### src/emc_pkg.sv
// Package for exception mask and mode control block
package emc_pkg;
  // Register word offsets (byte addresses)
  localparam logic [4:0] ADDR_GMASK = 5'h00;
  localparam logic [4:0] ADDR_FMASK = 5'h04;
  localparam logic [4:0] ADDR_THRESH = 5'h08;
  localparam logic [4:0] ADDR_MODE = 5'h0c;
  localparam logic [4:0] ADDR_STATUS = 5'h10;
  // Field positions
  localparam int MODE_USER_BIT = 0;
  localparam int MODE_SPSEL_BIT = 1;
  // Reset values
  localparam logic GMASK_RST = 1'h0;
  localparam logic FMASK_RST = 1'h0;
  localparam logic [8:0] THRESH_RST = 9'h000;
  localparam logic [1:0] MODE_RST = 2'h0;
  // Exception numbers
  localparam int NUM_SYS = 16;
  localparam int NUM_IRQ = 32;
  localparam int NUM_EXC = NUM_SYS + NUM_IRQ;
  localparam logic [5:0] EXC_NMI = 6'h02;
  localparam logic [5:0] EXC_HARD = 6'h03;
  localparam logic [5:0] EXC_NONE = 6'h00;

  typedef enum logic [1:0] {
    EMC_IDLE,
    EMC_ACK
  } emc_bus_st_t;

  typedef struct packed {
    logic [3:0] adr;
    logic we;
    logic [3:0] sel;
    logic [31:0] dat;
    logic cyc;
    logic stb;
  } emc_wb_req_t;

  typedef struct packed {
    logic gmask;
    logic fmask;
    logic [8:0] thresh;
    logic [1:0] mode;
    emc_bus_st_t bus;
    logic ack;
    logic [31:0] rdat;
    logic [5:0] act_num;
    logic act_vld;
    logic escalated;
    logic user_lvl;
    logic use_psp;
  } emc_state_t;
endpackage

### src/emc_top.sv
// Exception mask and mode control with classic Wishbone registers
//
// Function
// - Global mask set lets only NMI and hard fault activate.
// - Fault mask set lets only NMI activate.
// - Threshold blocks interrupts of priority value at or above it.
// - Threshold of zero disables priority masking.
// - Mode bit 0 selects privileged (0) or user (1) thread level.
// - Mode bit 1 selects main (0) or alternate (1) stack pointer.
// - In thread or user level the alternate stack is the process one.
// - Handler mode has no alternate stack and always uses main stack.
// - A fault whose handler is masked or disabled escalates to hard fault.
// - Masks cover 16 system exceptions and 32 peripheral interrupts.
`timescale 1ns/10ps
module emc_top
  import emc_pkg::*;
#(
  parameter int PRIO_W = 9
) (
  // Clock and reset
  input wire logic sys_clk,
  input wire logic rst_b,
  input wire logic clk_en,
  // Wishbone slave
  input wire logic wb_cyc_i,
  input wire logic wb_stb_i,
  input wire logic wb_we_i,
  input wire logic [4:0] wb_adr_i,
  input wire logic [3:0] wb_sel_i,
  input wire logic [31:0] wb_dat_i,
  output logic [31:0] wb_dat_o,
  output logic wb_ack_o,
  // Exception sources, held pending by the sources
  input wire logic [NUM_EXC-1:0] exc_pend,
  input wire logic [NUM_EXC-1:0] exc_enable,
  input wire logic [NUM_EXC*PRIO_W-1:0] exc_prio,
  // Pipeline side
  input wire logic handler_mode,
  output logic exc_act_vld,
  output logic [5:0] exc_act_num,
  output logic fault_escalated,
  output logic thread_user,
  output logic sp_process_sel
);

  emc_state_t st_ff;
  emc_state_t nxt_st;

  function automatic logic is_fault(input int n);
    return (n >= 4) && (n <= 6);
  endfunction

  function automatic logic is_resv(input int n);
    return (n == 0) || (n == 1) || ((n >= 7) && (n <= 10)) || (n == 13);
  endfunction

  // Mask check for one exception number
  function automatic logic allowed(input int n, input logic gm,
                                   input logic fm, input logic [8:0] th,
                                   input logic [PRIO_W-1:0] pr);
    logic ok;
    ok = 1'b1;
    if (fm && (n != int'(EXC_NMI))) begin
      ok = 1'b0;
    end
    if (gm && (n != int'(EXC_NMI)) && (n != int'(EXC_HARD))) begin
      ok = 1'b0;
    end
    if ((th != 9'h000) && (n > int'(EXC_HARD)) &&
        (9'(pr) >= th)) begin
      ok = 1'b0;
    end
    return ok;
  endfunction

  logic [4:0] word_adr;
  assign word_adr = wb_adr_i[4:0];

  always_comb begin
    logic found;
    logic esc;
    logic hard_pend;
    logic [PRIO_W-1:0] pr;
    found = 1'b0;
    esc = 1'b0;
    hard_pend = 1'b0;
    pr = '0;
    nxt_st = st_ff;
    nxt_st.ack = 1'b0;
    // Register bus
    case (st_ff.bus)
      EMC_IDLE: begin
        if (wb_cyc_i && wb_stb_i) begin
          nxt_st.ack = 1'b1;
          nxt_st.bus = EMC_ACK;
          nxt_st.rdat = 32'h0000_0000;
          case (word_adr)
            5'(ADDR_GMASK): begin
              nxt_st.rdat = {31'h0, st_ff.gmask};
              if (wb_we_i && wb_sel_i[0]) begin
                nxt_st.gmask = wb_dat_i[0];
              end
            end
            5'(ADDR_FMASK): begin
              nxt_st.rdat = {31'h0, st_ff.fmask};
              if (wb_we_i && wb_sel_i[0]) begin
                nxt_st.fmask = wb_dat_i[0];
              end
            end
            5'(ADDR_THRESH): begin
              nxt_st.rdat = {23'h0, st_ff.thresh};
              if (wb_we_i && wb_sel_i[0]) begin
                nxt_st.thresh[7:0] = wb_dat_i[7:0];
              end
              if (wb_we_i && wb_sel_i[1]) begin
                nxt_st.thresh[8] = wb_dat_i[8];
              end
            end
            5'(ADDR_MODE): begin
              nxt_st.rdat = {30'h0, st_ff.mode};
              if (wb_we_i && wb_sel_i[0]) begin
                nxt_st.mode[MODE_USER_BIT] = wb_dat_i[MODE_USER_BIT];
                // Stack select stays 0 in handler mode
                nxt_st.mode[MODE_SPSEL_BIT] = wb_dat_i[MODE_SPSEL_BIT] &
                                              ~handler_mode;
              end
            end
            ADDR_STATUS: begin
              nxt_st.rdat = {20'h0, st_ff.escalated, st_ff.act_vld,
                             st_ff.act_num, st_ff.use_psp, st_ff.user_lvl,
                             2'h0};
            end
            default: nxt_st.rdat = 32'h0000_0000;
          endcase
        end
      end
      EMC_ACK: nxt_st.bus = EMC_IDLE;
      default: nxt_st.bus = EMC_IDLE;
    endcase
    if (handler_mode) begin
      nxt_st.mode[MODE_SPSEL_BIT] = 1'b0;
    end
    // Fault escalation: a pending fault that cannot be taken
    for (int n = 4; n <= 6; n++) begin
      pr = exc_prio[n*PRIO_W +: PRIO_W];
      if (exc_pend[n] && is_fault(n) &&
          (!exc_enable[n] ||
           !allowed(n, st_ff.gmask, st_ff.fmask, st_ff.thresh, pr))) begin
        esc = 1'b1;
      end
    end
    hard_pend = exc_pend[EXC_HARD] | esc;
    // Selection; lowest number wins, requests are only held off
    nxt_st.act_vld = 1'b0;
    nxt_st.act_num = EXC_NONE;
    for (int n = 2; n < NUM_EXC; n++) begin
      pr = exc_prio[n*PRIO_W +: PRIO_W];
      if (!found && !is_resv(n)) begin
        if (n == int'(EXC_HARD)) begin
          if (hard_pend && allowed(n, st_ff.gmask, st_ff.fmask,
                                   st_ff.thresh, pr)) begin
            found = 1'b1;
            nxt_st.act_num = EXC_HARD;
          end
        end else if (exc_pend[n] && (exc_enable[n] || n == 2) &&
                     allowed(n, st_ff.gmask, st_ff.fmask,
                             st_ff.thresh, pr)) begin
          found = 1'b1;
          nxt_st.act_num = 6'(n);
        end
      end
    end
    nxt_st.act_vld = found;
    nxt_st.escalated = esc;
    nxt_st.user_lvl = st_ff.mode[MODE_USER_BIT] & ~handler_mode;
    nxt_st.use_psp = st_ff.mode[MODE_SPSEL_BIT] &
                     ~handler_mode;
  end

  always_ff @(posedge sys_clk or negedge rst_b) begin
    if (!rst_b) begin
      st_ff <= '{gmask: GMASK_RST, fmask: FMASK_RST, thresh: THRESH_RST,
                 mode: MODE_RST, bus: EMC_IDLE, ack: 1'b0,
                 rdat: 32'h0000_0000, act_num: EXC_NONE, act_vld: 1'b0,
                 escalated: 1'b0, user_lvl: 1'b0, use_psp: 1'b0};
    end else if (clk_en) begin
      st_ff <= nxt_st;
    end
  end

  assign wb_dat_o = st_ff.rdat;
  assign wb_ack_o = st_ff.ack;
  assign exc_act_vld = st_ff.act_vld;
  assign exc_act_num = st_ff.act_num;
  assign fault_escalated = st_ff.escalated;
  assign thread_user = st_ff.user_lvl;
  assign sp_process_sel = st_ff.use_psp;

  // Priority of the number chosen this cycle
  logic [PRIO_W-1:0] sel_prio;
  assign sel_prio = exc_prio[nxt_st.act_num*PRIO_W +: PRIO_W];

  // Assertions
  property p_fmask_only_nmi;
    @(posedge sys_clk) disable iff (!rst_b)
    clk_en && st_ff.fmask |=> !exc_act_vld || exc_act_num == EXC_NMI;
  endproperty
  a_fmask_only_nmi: assert property (p_fmask_only_nmi)
    else $error("fault mask let a non-NMI through");

  property p_gmask_nmi_hard;
    @(posedge sys_clk) disable iff (!rst_b)
    clk_en && st_ff.gmask |=> !exc_act_vld ||
      exc_act_num == EXC_NMI || exc_act_num == EXC_HARD;
  endproperty
  a_gmask_nmi_hard: assert property (p_gmask_nmi_hard)
    else $error("global mask let a maskable exception through");

  property p_thresh_block;
    @(posedge sys_clk) disable iff (!rst_b)
    clk_en && st_ff.thresh != 9'h000 && nxt_st.act_vld &&
      nxt_st.act_num > EXC_HARD |-> 9'(sel_prio) < st_ff.thresh;
  endproperty
  a_thresh_block: assert property (p_thresh_block)
    else $error("threshold failed to block");

  property p_thresh_zero;
    @(posedge sys_clk) disable iff (!rst_b)
    clk_en && st_ff.thresh == 9'h000 && !st_ff.gmask && !st_ff.fmask &&
      exc_pend[16] && exc_enable[16] && exc_pend[15:2] == '0
      |=> exc_act_vld;
  endproperty
  a_thresh_zero: assert property (p_thresh_zero)
    else $error("zero threshold still masks");

  property p_user_lvl;
    @(posedge sys_clk) disable iff (!rst_b)
    clk_en |=> thread_user == ($past(st_ff.mode[0]) & ~$past(handler_mode));
  endproperty
  a_user_lvl: assert property (p_user_lvl)
    else $error("thread level output wrong");

  property p_psp_sel;
    @(posedge sys_clk) disable iff (!rst_b)
    clk_en && !handler_mode && st_ff.mode[1] |=> sp_process_sel;
  endproperty
  a_psp_sel: assert property (p_psp_sel)
    else $error("process stack not selected");

  property p_psp_thread;
    @(posedge sys_clk) disable iff (!rst_b)
    sp_process_sel |-> $past(st_ff.mode[1]);
  endproperty
  a_psp_thread: assert property (p_psp_thread)
    else $error("process stack without select bit");

  property p_handler_msp;
    @(posedge sys_clk) disable iff (!rst_b)
    clk_en && handler_mode |=> !sp_process_sel && !st_ff.mode[1];
  endproperty
  a_handler_msp: assert property (p_handler_msp)
    else $error("alternate stack in handler mode");

  property p_escalate;
    @(posedge sys_clk) disable iff (!rst_b)
    clk_en && exc_pend[4] && !exc_enable[4] |=> fault_escalated;
  endproperty
  a_escalate: assert property (p_escalate)
    else $error("masked fault not escalated");

  property p_ack_one;
    @(posedge sys_clk) disable iff (!rst_b)
    wb_ack_o && clk_en |=> !wb_ack_o;
  endproperty
  a_ack_one: assert property (p_ack_one)
    else $error("ack longer than one cycle");

  c_nmi: cover property (@(posedge sys_clk) exc_act_vld &&
                         exc_act_num == EXC_NMI);
  c_hard: cover property (@(posedge sys_clk) fault_escalated);
  c_psp: cover property (@(posedge sys_clk) sp_process_sel);
endmodule

### config.mk
export PLATFORM = sky130hd
export DESIGN_NAME = emc_top
export DESIGN_NICKNAME = d
export VERILOG_FILES = /design/src/emc_pkg.sv /design/src/emc_top.sv
export SDC_FILE = /design/constraint.sdc
export NUM_CORES = 1
export LEC_CHECK = 0
export ABC_AREA = 0
export BUFFER_PORTS_ARGS = -buffer_cell sky130_fd_sc_hd__buf_2
export CORE_AREA = 2 2 243 245
export DETAILED_ROUTE_END_ITERATION = 8
export DIE_AREA = 0 0 245 247
export HOLD_SLACK_MARGIN = 0.06
export PLACE_DENSITY = 0.39
export SLEW_MARGIN = 30
export SYNTH_ARGS = -nofsm -noshare
export SYNTH_HDL_FRONTEND = slang
export SYNTH_SLANG_ARGS = --single-unit
### constraint.sdc
create_clock -name sys_clk -period 10.9 [get_ports sys_clk]
set_input_delay 1.635 -clock sys_clk [delete_from_list [all_inputs] [get_ports sys_clk]]
set_output_delay 1.635 -clock sys_clk [all_outputs]
set_load 0.005 [all_outputs]
### Yosys cells after proc, flatten, opt, wreduce, memory -nomap -nowiden

Cells that the tools add are included.

| word-level totals | value |
|---|---|
| register bits after elaboration | 58 |
| output and inout port bits | 43 |
| word-level logic and storage cells | 465 |

| operators by class | value |
|---|---|
| order comparisons | 39 |
| eq/ne operators | 5 |
| multiplexer cells | 254 |
| bitwise operators | 5 |
| reduce and logical (&&, ||, !) cells | 148 |

Operators by type and width:

| operator | number |
|---|---|
| 6-bit two-way mux | 79 |
| 9-bit greater-or-equal comparator | 39 |
| 1-bit two-way mux | 166 |
| 1-bit logical AND | 124 |
| 12-bit one-hot mux with 5 select lines | 1 |
| 37-bit two-way mux | 1 |
| 33-bit two-way mux | 1 |
| 5-bit AND reduction | 6 |
| 2-bit two-way mux | 6 |
| 5-bit by 4-bit equality test with 1-bit output, second input constant | 2 |
| 9-bit nonzero test | 1 |
| 2-bit nonzero test | 4 |
| 1-bit logical NOT | 6 |
| 5-bit by 3-bit equality test with 1-bit output, second input constant | 1 |
| 5-bit equality test, second input constant | 1 |
| 5-bit logical NOT | 1 |
| 1-bit AND | 3 |
| 1-bit logical OR | 3 |
| 3-bit AND reduction | 1 |
| 2-bit logical NOT | 1 |
| 2-bit inequality test, second input constant | 1 |
| 2-bit AND reduction | 1 |
| 1-bit NOT | 1 |
| 1-bit OR | 1 |

### Logic depth before layout (Yosys ltp)

Gate-level depths: netlist of the first run.

| depth | value |
|---|---|
| depth after elaboration | 169 |
| gate-level depth with buffers | 13 |

### Worst setup path after synthesis of the first run

OpenSTA, ideal clock, no wires.

| timing | value |
|---|---|
| path kind | input-to-reg |
| start | input exc_prio[44] |
| end | register st_ff, in the netlist exc_act_num[1] |
| setup time | 82 ps |
| arrival time | 4390 ps |
| slack | 6428 ps |
| stages | 11 |
| cells stage by stage | ha_1 and4_4 a21o_1 a2111o_1 a211oi_2 a32oi_2 nor4b_4 nand4_4 a2111o_1 o211a_1 a31oi_1 |

| between the ends | value |
|---|---|
| longest elaborated chain between the ends | 91 |
| elaborated cells on any way between the ends | 134 |
| classes of those cells | order compare (1); mux (126); bitwise (1); reduce/logical (6) |

RTL lines:

| item | RTL line | source |
|---|---|---|
| start, declared | emc_top.sv:36 | `input wire logic [NUM_EXC*PRIO_W-1:0] exc_prio,` |
| 9-bit greater-or-equal comparator * | emc_top.sv:70 | `(9'(pr) >= th)) begin` |
| 1-bit logical AND * | emc_top.sv:69 | `if ((th != 9'h000) && (n > int'(EXC_HARD)) &&` |
| 1-bit two-way mux * | emc_top.sv:69 |  |
| 1-bit logical NOT | emc_top.sv:148 | `!allowed(n, st_ff.gmask, st_ff.fmask, st_ff.thresh, pr))) begin` |
| 1-bit logical OR | emc_top.sv:147 | `(!exc_enable[n] \|\|` |
| 1-bit logical AND | emc_top.sv:146 | `if (exc_pend[n] && is_fault(n) &&` |
| 1-bit two-way mux (3 in series) | emc_top.sv:146 |  |
| 1-bit OR | emc_top.sv:152 | `hard_pend = exc_pend[EXC_HARD] \| esc;` |
| (+73 left out) | -- |  |
| 6-bit two-way mux | emc_top.sv:165 | `end else if (exc_pend[n] && (exc_enable[n] \|\| n == 2) &&` |
| 6-bit two-way mux | emc_top.sv:158 | `if (!found && !is_resv(n)) begin` |
| 6-bit two-way mux | emc_top.sv:165 |  |
| 6-bit two-way mux | emc_top.sv:158 |  |
| 6-bit two-way mux | emc_top.sv:165 |  |
| 6-bit two-way mux | emc_top.sv:158 |  |
| 6-bit two-way mux | emc_top.sv:165 |  |
| 6-bit two-way mux * | emc_top.sv:158 |  |
| end signal, assigned | emc_top.sv:182 | `st_ff <= '{gmask: GMASK_RST, fmask: FMASK_RST, thresh: THRESH_RST,` |
| end signal, assigned | emc_top.sv:187 | `st_ff <= nxt_st;` |
| end, declared | emc_top.sv:46 | `emc_state_t st_ff;` |

Every way passes the cells marked *; elsewhere a longest branch is shown, timed or not. The select of a mux whose other input is x is not followed.
A chain may end at the register's enable or synchronous reset.

### Final worst setup path of the first run

Same ends and word-level chain as after synthesis.

==> run metrics, run 1 <==
status=complete, no violations; DRT iter0 DRCs=around 410; xor/xnor share of the synthesized area=0%; clk root buf=clkbuf_16; commonest cells in the netlist=351 x ha_1, 98 x o21ai_0, 90 x a21oi_1, 88 x nand2_1, 67 x nor2_1; final instance area=around 14000 um2; RSZ-0062 raised after global routing=false; Mapped Area=10600 um2; synth top area cells=ha_1 41%, dfrtp_1 8.7%, o21ai_0 4.6%; hold path depth=2; Max rail drop VDD=0.0000463 V; placed inst area=13800 um2; largest area contributor in the netlist=ha_1; crit path DAT=about 4900 ps; Synth cell types=88; CP Class=in -> reg; CTS sink cnt=37; area grow syn2layout=31.5%; multi-input logic area=9160 um2; placed insts=2506; reg-to-reg endpoint=exc_act_num[1]$_DFFE_PN0P_; simple-gate area share of the yosys netlist=18.0%; row count=89; top-count cell post-synth=ha_1; num ports=619; post-route insts no fill=2523; Hold Path Sink=wb_dat_o[6]$_DFFE_PN0P_; via density per instance=~4.6; drt wl/cell=20.2 um; initial core utilization=18.2%; CTS H-tree depth=2; 1st-pass router iterations=4; HP Start=wb_dat_o[6]$_DFFE_PN0P_; CP max FO=9; largest family of logic cells by synthesized area=adder cells; routed wire length=50.9 mm; CP Data Required Time=between 10000 and 15000 ps; Max-Cap Viols=0; Worst slew margin=between 40% and 50%; fillcell total=6490; top-area cell type share of the netlist area=41.4%; Final Setup Violations=0; asr flop ratio synth=100%; Final Cycle Share=43.0%; hpwl dp=42.1 mm; Syn Inst Count=1276; initial antenna violation count=16; Die Ht=between 200 and 250 um; Worst Clk Skew=~3.7 ps; Register-to-Register Setup Slack=approximately 6300 ps; min Tclk post-route=4690 ps; cts repair resizes=0; flip-flop and latch area=927 um2; setup TNS=0 ps; Die ar.=60500 um2; worst-skew pair later-pin latency=280 ps; Final Hold Violating Endpoints=0; CTS max path bufs=2; area fraction in compound gates after synthesis=25.2%; FF-to-FF Start=st_ff[53]$_DFFE_PN0P_; grt ovf=0; synth warn=0; largest net degree at the start of global routing=38; Cell Pwr Density=47.5 nW/um2; critical path launch point type=primary input; layout cells sized above 1=31.2%; post-synthesis register bit count=37; # DRC=0; slew at the pin closest to its max-slew limit=876 ps; Slew Limit Fails=0; port bufs=476; CTS Buf Count=5; Max Fclk=213 MHz; EDFF count, synth=0; total vias in the final route=11600; clock slew at reported path FFs=60 ps; Core ar.=58200 um2; global-route usage over all layers=16.2%; Reg2Reg Depth=13; leak pwr=slightly below 8 nW; sequential share of the synthesized area=8.73%; Detail Route Antenna Nets=0; post-CTS setup buffer count=0; Post-Synth Adder-Cell Area=41.4%; first-pass GRT wire length=72.8 mm; GPL Wtd Cong=0.831; CTS tree=done; Crit. End Element=flip-flop; post-synthesis mux area share=less than 1%; cts hold-fix bufs=0; vias in the first global route=about 12000; die width=245 um; fin nets=about 2700; path category of the worst min-delay check=reg -> reg; Avg Synthesized Cell Area=~8.3 um2; top_reg_cell synth=dfrtp_1
## worst max-delay path by stage
stage	endpoint	startpoint	cells past startpoint	slack (ps)
final	exc_act_num[1]$_DFFE_PN0P_	exc_prio[44]	12	6210
after global routing	exc_act_num[1]$_DFFE_PN0P_	st_ff[53]$_DFFE_PN0P_	13	5970
after CTS	exc_act_num[1]$_DFFE_PN0P_	st_ff[53]$_DFFE_PN0P_	13	6170
after detailed placement	exc_act_num[1]$_DFFE_PN0P_	exc_prio[44]	12	5910
after global placement	exc_act_num[1]$_DFFE_PN0P_	exc_prio[236]	12	5870
after floorplan	exc_act_num[1]$_DFFE_PN0P_	exc_prio[44]	11	6430
## metal layers
| metal | wire length [um] | track usage, % | up-vias |
|---|---|---|---|
| li1 | - | - | 5847 |
| met1 | 22700 | 20.2 | 5316 |
| met2 | 25000 | 29.5 | 328 |
| met3 | 2570 | 2.53 | 48 |
| met4 | 591 | 2.64 | 12 |
| met5 | 69 | 0 | - |
## through the flow
step           utilization, %  worst slack [ps]  hold slack [ps]  power [mW]
6_report                 24.0              6210              476       0.662
5_1_grt                  23.9              5970              498       0.728
4_1_cts                  23.9              6170              486       0.673
3_5_place_dp             23.7              5910              471       0.531
3_3_place_gp             23.7              5870              464       0.523
2_1_floorplan               -              6430              447       0.353
## critical path, stage by stage
cell and delay (ps):
buf_2 120, ha_1 320, and4_4 210, a21o_1 180, a2111o_1 420, a211oi_2 210, a32oi_2 230, nor4b_4 540
nand4_4 250, a2111o_1 450, o211a_1 130, a31oi_1 190
## cell families after synthesis
family          count (synthesis)
simple gates                  362
other cells                     1
mux                             8
flops                          37
buf+inv                       115
compound gates                402
fa+ha+maj                     351
## flip-flops by register name, summed over array words and instances, names as in the netlist
register and flops:
wb_ack_o 1, thread_user 1, wb_dat_o 12, sp_process_sel 1, exc_act_num 6, fault_escalated 1, exc_act_vld 1, st_ff 14
## placed cells by master, fill, tap and decap left out, drive strengths merged, types with 4 or more instances in the layout
| cell type | synthesis | layout |
|---|---|---|
| dfrtp | 37 | 37 |
| o21a | 19 | 19 |
| a211o | 6 | 6 |
| conb | 1 | 20 |
| or4 | 4 | 4 |
| o2111a | 4 | 4 |
| diode | 0 | 10 |
| o211a | 6 | 6 |
| inv | 61 | 61 |
| clkbuf | 10 | 6 |
| or3 | 5 | 5 |
| a2bb2oi | 4 | 4 |
| nand2b | 21 | 21 |
| a21o | 25 | 25 |
| nand2 | 88 | 88 |
| a22oi | 11 | 11 |
| nor3 | 14 | 14 |
| nor4 | 4 | 4 |
| mux2 | 5 | 5 |
| a22o | 6 | 6 |
| a211oi | 15 | 15 |
| nor3b | 8 | 8 |
| buf | 43 | 492 |
| ha | 351 | 351 |
| o2111ai | 22 | 22 |
| o211ai | 11 | 11 |
| a31oi | 20 | 20 |
| o21ai | 102 | 102 |
| o31ai | 14 | 14 |
| nor2 | 68 | 68 |
| o32ai | 5 | 5 |
| nand4 | 16 | 16 |
| a2111oi | 14 | 14 |
| and2 | 8 | 8 |
| nor2b | 19 | 19 |
| a21oi | 90 | 90 |
| or2 | 5 | 5 |
| and3 | 23 | 23 |
| nand3 | 62 | 62 |
## area by class of cell
type,instances,area share (%)
Tap cell,773,6.93
Sequential cell,37,6.65
Multi-Input combinational cell,1143,65.7
Clock inverter,1,0.0359
Antenna cell,10,0.179
Inverter,61,1.64
Clock buffer,6,0.924
Timing Repair Buffer,492,18.0
## where the power goes
part | internal, mW | switching [mW]
Sequential | 0.142 | 0.00716
Clock | 0.0831 | 0.0546
Combinational | 0.168 | 0.207
Total | 0.394 | 0.269
(Power assumes the default switching activity.)
==> run 2, diff against run 1 <==
--- a/config.mk
+++ b/config.mk
@@ -5,13 +5,13 @@
 export SDC_FILE = /design/constraint.sdc
 export NUM_CORES = 1
 export LEC_CHECK = 0
-export ABC_AREA = 0
+export ABC_AREA = 1
 export BUFFER_PORTS_ARGS = -buffer_cell sky130_fd_sc_hd__buf_2
-export CORE_AREA = 2 2 243 245
+export CORE_AREA = 2 2 239 241
 export DETAILED_ROUTE_END_ITERATION = 8
-export DIE_AREA = 0 0 245 247
+export DIE_AREA = 0 0 241 243
 export HOLD_SLACK_MARGIN = 0.06
-export PLACE_DENSITY = 0.39
+export PLACE_DENSITY = 0.42
 export SLEW_MARGIN = 30
 export SYNTH_ARGS = -nofsm -noshare
 export SYNTH_HDL_FRONTEND = slang
==> constraint.sdc (replaced) <==
create_clock -name sys_clk -period 3.8 [get_ports sys_clk]
set_input_delay 0.57 -clock sys_clk [delete_from_list [all_inputs] [get_ports sys_clk]]
set_output_delay 0.57 -clock sys_clk [all_outputs]
set_load 0.005 [all_outputs]
==> run 2 against run 1 <==
Combinational power grew to 2.8 times the previous value; power rose to 2.9 times the previous value; sequential cell count did not move; critical path type is now reg -> reg; highest routed layer unchanged.
==> run metrics, run 2 <==
Max rail drop VDD=0.000154 V (was 0.0000463 V); vias in the first global route=12800 (was 11700); Die Ht=243 um (was 247 um); 1st-pass router iterations=5 (was 4); Crit. End Element=flip-flop (unchanged); largest area contributor in the netlist=ha_1 (unchanged); fin util=27.1% (was 24.0%); largest family of logic cells by synthesized area=adder cells (unchanged); leak pwr=8.51 nW (was 7.69 nW); layout cells sized above 1=30.6% (was 31.2%); min Tclk post-route=3530 ps; Core ar.=56000 um2 (was 58200 um2); Max Fclk=283 MHz; xor/xnor share of the synthesized area=0% (unchanged); CTS H-tree depth=2 (unchanged); Die ar.=58600 um2 (was 60500 um2); top-area cell type share of the netlist area=40.5% (was 41.4%); cts hold-fix bufs=0 (unchanged); row count=87 (was 89); CP Class=reg -> reg (was in -> reg); total vias in the final route=12600 (was 11600); post-synthesis register bit count=37 (unchanged); Final Cycle Share=92.9%; fin nets=2969 (was 2667); Final Hold Violating Endpoints=0 (unchanged); Avg Synthesized Cell Area=7.12 um2 (was 8.31 um2); drt wl/cell=19.0 um (was 20.2 um); Synth cell types=47 (was 88); grt ovf=0 (unchanged); flip-flop and latch area=932 um2 (was 927 um2); # DRC=0 (unchanged); most common cell after layout, fill and taps aside=buf_2 (unchanged); area fraction in compound gates after synthesis=15.3% (was 25.2%); commonest cells in the netlist=351 x ha_1, 319 x nand2_1, 165 x a21oi_1, 137 x inv_1, 102 x nor2_1 (was 351 x ha_1, 98 x o21ai_0, 90 x a21oi_1, 88 x nand2_1, 67 x nor2_1); first-pass GRT wire length=72.5 mm (was 72.8 mm); pre-CTS setup slack=-77.7 ps (was 5910 ps); top-count cell post-synth=ha_1 (unchanged); Max-Cap Viols=0 (unchanged); post-synthesis mux area share=0% (was 0.932%); hpwl dp=42.1 mm (about the same); path category of the worst min-delay check=in -> async (was reg -> reg); fillcell total=6302 (was 6490); die width=241 um (was 245 um); DRT iter0 DRCs=425 (was 406); asr flop ratio synth=100% (unchanged); via density per instance=4.50 (was 4.58); global-route usage over all layers=16.1% (was 16.2%); CTS Buf Count=5 (unchanged); Slew Limit Fails=0 (unchanged); post-route insts no fill=2810 (was 2523); initial core utilization=19.4% (was 18.2%); CTS tree=done (unchanged); synth top area cells=ha_1 41%, nand2_1 11%, dfrtp_1 8.5% (was ha_1 41%, dfrtp_1 8.7%, o21ai_0 4.6%); final worst slack=269 ps (was 6210 ps); placed insts=2758 (was 2506); initial antenna violation count=14 (was 16); Cell Pwr Density=128 nW/um2 (was 47.5 nW/um2); num ports=619 (unchanged); crit path DAT=3700 ps (was 4880 ps); multi-input logic area=9330 um2 (was 9160 um2); simple-gate area share of the yosys netlist=27.4% (was 18.0%); Detail Route Antenna Nets=0 (unchanged); Min Hold Slack=409 ps (was 476 ps); commonest cells after routing, fill and taps aside=476 x buf_2, 343 x ha_1, 308 x nand2_1 (was 475 x buf_2, 351 x ha_1, 98 x o21ai_0); Worst slew margin=42.0% (was 41.1%); Post-Synth Adder-Cell Area=40.5% (was 41.4%); synth warn=0 (unchanged); top_reg_cell synth=dfrtp_1 (unchanged); setup TNS=0 ps (unchanged); CTS max path bufs=2 (unchanged); status=complete, no violations (unchanged); CP Data Required Time=3970 ps (was 11090 ps); critical path launch point type=flip-flop (was primary input); routed wire length=53.3 mm (was 50.9 mm); CP max FO=8 (was 9); Worst Clk Skew=4.69 ps (was 3.75 ps); area grow syn2layout=40.2% (was 31.5%); clk root buf=clkbuf_16 (unchanged); sequential share of the synthesized area=8.55% (was 8.73%); Reg with most FFs=st_ff (unchanged); CTS sink cnt=37 (unchanged); GPL Wtd Cong=0.851 (was 0.831); slew at the pin closest to its max-slew limit=870 ps (was 876 ps); Syn Inst Count=1521 (was 1276); largest net degree at the start of global routing=38 (unchanged); Final Setup Violations=0 (unchanged); worst-skew pair later-pin latency=280 ps (about the same); clock slew at reported path FFs=60 ps (about the same); Largest register FFs=14 (unchanged); Mapped Area=10800 um2 (was 10600 um2); port bufs=476 (unchanged); EDFF count, synth=0 (unchanged)
run 2: changes by cell type after synthesis, sizes merged, moves of 16 or more:
cell	previous run	this run
nand4	16	73
inv	61	142
and3	23	1
o21ai	102	56
a31oi	20	4
nand3	62	100
nand2b	21	0
a21oi	90	165
nor2b	19	0
nand2	88	324
nor2	68	109
a21o	25	2
run 2: power by group:
group / internal [mW] / total, mW / switching [mW]
sequential: 0.411 / 0.427 / 0.0161
combinational: 0.462 / 1.04 / 0.576
clock: 0.328 / 0.486 / 0.158
total: 1.20 / 1.95 / 0.750
run 2: final timing paths:
kind                                    startpoint                    endpoint  slack (ps)  depth (start not counted)
max                          st_ff[55]$_DFFE_PN0P_  exc_act_num[0]$_DFFE_PN0P_         270                         24
max in group asynchronous                    rst_b       st_ff[47]$_DFFE_PN0P_        2760                          1
min in group sys_clk       wb_dat_o[4]$_DFFE_PN0P_     wb_dat_o[4]$_DFFE_PN0P_         480                          2
min                                          rst_b       st_ff[54]$_DFFE_PN0P_         410                          1
min reg2reg                wb_dat_o[4]$_DFFE_PN0P_     wb_dat_o[4]$_DFFE_PN0P_         480                          2
max reg2reg                  st_ff[55]$_DFFE_PN0P_  exc_act_num[0]$_DFFE_PN0P_         270                         24
run 2: cells by family after synthesis:
family,after synthesis
and+or+nand+nor,647
other,1
adders and majority gates,351
buffers and inverters,192
DFF,37
AOI/OAI and AO/OA,293
run 2: layout make-up:
cell class,instances,area share [%]
multi-input combinational,1311,61.4
tap,756,6.23
clock inverter,1,0.198
antenna,11,0.181
sequential,37,6.14
timing repair buffer,545,21.2
inverter,142,3.66
clock buffer,7,0.939
run 2: what timing repair did:
action	CTS	global route
setup endpoints to repair	4	6
setup buffers	0	24
resized for setup	1	64
gates cloned	0	9
pin swaps	0	17
run 2: stage by stage:
step | instance area [um2] | power, mW
floorplan | 10900 | 0.947
global placement | 14300 | 1.40
detailed placement | 14300 | 1.42
CTS | 14400 | 1.92
global route | 15200 | 2.13
finish | 15200 | 1.95
run 2: routing by layer:
metal | vias to the layer above | track usage, % | share of wire [%]
met5 | - | 0 | 0.077
met1 | 5728 | 19.6 | 42
met4 | 6 | 3.14 | 2.8
met3 | 64 | 2.77 | 5.6
li1 | 6455 | - | -
met2 | 386 | 29.6 | 50
run 2: critical path: stages (launching register included):
cell and delay (ps):
dfrtp_1 390, inv_2 110, buf_12 150, ha_1 270, a21o_1 190, nor2_1 110
nand4_1 190, nand2_2 150, nand2_4 70, nand2_2 70, nand4_2 100, nand2_2 120
nand4_4 120, nor2_8 180, nand4_4 130, nor2_4 160, nand4_4 100, nor2_2 140
nand4_2 120, nor2_4 210, nand3_1 100, nand2_1 70, inv_1 40, nand2_1 80
nand2_1 50
==> run 3, diff against run 2 <==
--- a/config.mk
+++ b/config.mk
@@ -12,6 +12,7 @@
 export DIE_AREA = 0 0 241 243
 export HOLD_SLACK_MARGIN = 0.06
 export PLACE_DENSITY = 0.42
+export RECOVER_POWER = 100
 export SLEW_MARGIN = 30
 export SYNTH_ARGS = -nofsm -noshare
 export SYNTH_HDL_FRONTEND = slang
==> run 3 against run 2 <==
The flow now finishes with violations (max-capacitance violations, max-slew violations); worst hold slack improved by 74 ps; register-to-register slack is essentially flat; final area decreased by 0.12%; count of clock-buffer cells in the layout unchanged; wire length about the same; utilization hardly changed; non-clock buffer count is the same; clock power about the same; sequential cell count unchanged; sequential share of layout area about the same; highest routed layer unchanged.
==> run metrics, run 3 (synthesized netlist as in run 2, its figures left out) <==
FF-to-FF Start=st_ff[55]$_DFFE_PN0P_ (unchanged); num ports=619 (unchanged); reg-to-reg endpoint=exc_act_num[0]$_DFFE_PN0P_ (unchanged); grt ovf=0 (unchanged); CP max FO=8 (unchanged); routed wire length=53.3 mm (about the same); hpwl dp=42.1 mm (unchanged); drt wl/cell=19.0 um (about the same); commonest cells after routing, fill and taps aside=465 x buf_2, 343 x ha_1, 308 x nand2_1 (was 476 x buf_2, 343 x ha_1, 308 x nand2_1); 1st-pass router iterations=5 (unchanged); Sw Ratio=38.4% (about the same); die width=241 um (unchanged); critical path launch point type=flip-flop (unchanged); crit path DAT=3700 ps (about the same); Max rail drop VDD=0.000153 V (was 0.000154 V); GPL Wtd Cong=0.851 (unchanged); Reg with most FFs=st_ff (unchanged); vias in the first global route=12800 (unchanged); initial core utilization=19.4% (unchanged); Slew Limit Fails=38 (was 0); Worst slew margin=-39.5% (was 42.0%); row count=87 (unchanged); slew at the pin closest to its max-slew limit=2090 ps (was 870 ps); Final Hold Violating Endpoints=0 (unchanged); DRT iter0 DRCs=433 (was 425); register share of total power=22.0% (was 21.9%); placed insts=2758 (unchanged); most common cell after layout, fill and taps aside=buf_2 (unchanged); CP Class=reg -> reg (unchanged); CTS tree=done (unchanged); GR met3 Demand/Resource=2.77% (unchanged); initial antenna violation count=14 (unchanged); first-pass GRT wire length=72.5 mm (unchanged); met1 Usage GRT=19.6% (unchanged); Crit. End Element=flip-flop (unchanged); post-route insts no fill=2810 (unchanged); fillcell total=6305 (was 6302); global-route usage over all layers=16.1% (unchanged); Largest register FFs=14 (unchanged); GR Util met2=29.6% (unchanged); port bufs=476 (unchanged); final worst slack=269 ps (about the same); Die ar.=58600 um2 (unchanged); Die Ht=243 um (unchanged); Register-to-Register Setup Slack=270 ps (about the same); fin nets=2969 (unchanged); Max-Cap Viols=1 (was 0); leak pwr=8.48 nW (was 8.51 nW); largest net degree at the start of global routing=38 (unchanged); Psw=748 uW (was 750 uW); min Tclk post-route=3530 ps (about the same); status=complete, but fails checks (was complete, no violations); cts hold-fix bufs=0 (unchanged); via density per instance=4.49 (was 4.50); Core ar.=56000 um2 (unchanged); Final Cycle Share=92.9% (about the same); pre-CTS setup slack=-77.7 ps (unchanged); CP startpoint=st_ff[55]$_DFFE_PN0P_ (unchanged); CTS Buf Count=5 (unchanged); Cell Pwr Density=128 nW/um2 (about the same); Detail Route Antenna Nets=0 (unchanged); Worst Clk Skew=5.19 ps (was 4.69 ps); setup TNS=0 ps (unchanged); CTS H-tree depth=2 (unchanged); CP Capture Point=exc_act_num[0]$_DFFE_PN0P_ (unchanged); total vias in the final route=12600 (about the same); Comb pwr share=53.2% (about the same); area grow syn2layout=40.0% (was 40.2%); # DRC=0 (unchanged); worst-skew pair later-pin latency=280 ps (about the same); Reg2Reg Depth=24 (unchanged); Max Fclk=283 MHz (about the same); CP Data Required Time=3970 ps (about the same); CTS max path bufs=2 (unchanged); clk root buf=clkbuf_16 (unchanged); Min Hold Slack=483 ps (was 409 ps); path category of the worst min-delay check=reg -> reg (was in -> async); Int Pwr=1.20 mW (about the same); clock slew at reported path FFs=60 ps (about the same); global route hottest layer=met2 (unchanged); failing checks=max-capacitance violations, max-slew violations; layout cells sized above 1=30.1% (was 30.6%); clock group share of total power=24.9% (about the same); Final Setup Violations=0 (unchanged); CTS sink cnt=37 (unchanged)
[run 3: cell types whose count changed in the layout (fill, tap and decap cells not counted), sizes merged]
cell	previous run	this run
buf	536	525
clkbuf	16	27
[run 3: final cells by class]
type | count | area [um2] | share of cell area [%]
multi-input combinational | 1311 | 9330 | 61.5
clock inverter | 1 | 30.0 | 0.198
inverter | 142 | 556 | 3.66
sequential | 37 | 932 | 6.14
clock buffer | 7 | 143 | 0.940
tap | 756 | 946 | 6.24
timing repair buffer | 545 | 3210 | 21.2
antenna | 11 | 27.5 | 0.181
[run 3: worst min path at each step]
stage,from,end,slack [ps],depth (start not counted)
2_1_floorplan,rst_b,exc_act_num[0]$_DFFE_PN0P_,270,0
3_3_place_gp,wb_dat_o[9]$_DFFE_PN0P_,wb_dat_o[9]$_DFFE_PN0P_,470,2
3_5_place_dp,wb_dat_o[4]$_DFFE_PN0P_,wb_dat_o[4]$_DFFE_PN0P_,470,2
4_1_cts,rst_b,st_ff[46]$_DFFE_PN0P_,440,1
5_1_grt,wb_dat_o[1]$_DFFE_PN0P_,wb_dat_o[1]$_DFFE_PN0P_,510,2
6_report,wb_dat_o[4]$_DFFE_PN0P_,wb_dat_o[4]$_DFFE_PN0P_,480,2
[run 3: stage by stage]
step | utilization [%] | instance area [um2] | power, mW
after detailed placement | 25.5 | 14300 | 1.42
after global placement | 25.5 | 14300 | 1.40
after floorplan | - | 10900 | 0.947
after global routing | 27.1 | 15200 | 2.12
after CTS | 25.8 | 14400 | 1.92
final | 27.1 | 15200 | 1.95
[run 3: timing repair]
| action | in CTS | in global routing |
|---|---|---|
| setup endpoints to repair | 4 | 6 |
| pin swaps | 0 | 17 |
| buffers inserted | 0 | 24 |
| gates resized for setup | 1 | 64 |
| cloned | 0 | 9 |
[run 3: worst max-delay path: stages (launching register included)]
cell     delay (ps)
dfrtp_1         390
inv_2           110
buf_12          150
ha_1            270
a21o_1          190
nor2_1          110
nand4_1         190
nand2_2         150
nand2_4          70
nand2_2          70
nand4_2         100
nand2_2         120
nand4_4         120
nor2_8          180
nand4_4         130
nor2_4          160
nand4_4         100
nor2_2          140
nand4_2         120
nor2_4          210
nand3_1         100
nand2_1          70
inv_1            40
nand2_1          80
nand2_1          50
[run 3: power by group through the flow]
stage / clock (mW) / sequential [mW] / combinational (mW)
detailed placement: 0 / 0.435 / 0.989
global route: 0.511 / 0.429 / 1.18
global placement: 0 / 0.435 / 0.969
floorplan: 0 / 0.429 / 0.519
CTS: 0.493 / 0.428 / 0.996
finish: 0.484 / 0.428 / 1.04
[run 3: routing by layer]
layer	wire, um	part of all wire (%)
met2	26600	50
met5	41	0.077
met1	22200	42
met3	2950	5.5
met4	1460	2.7
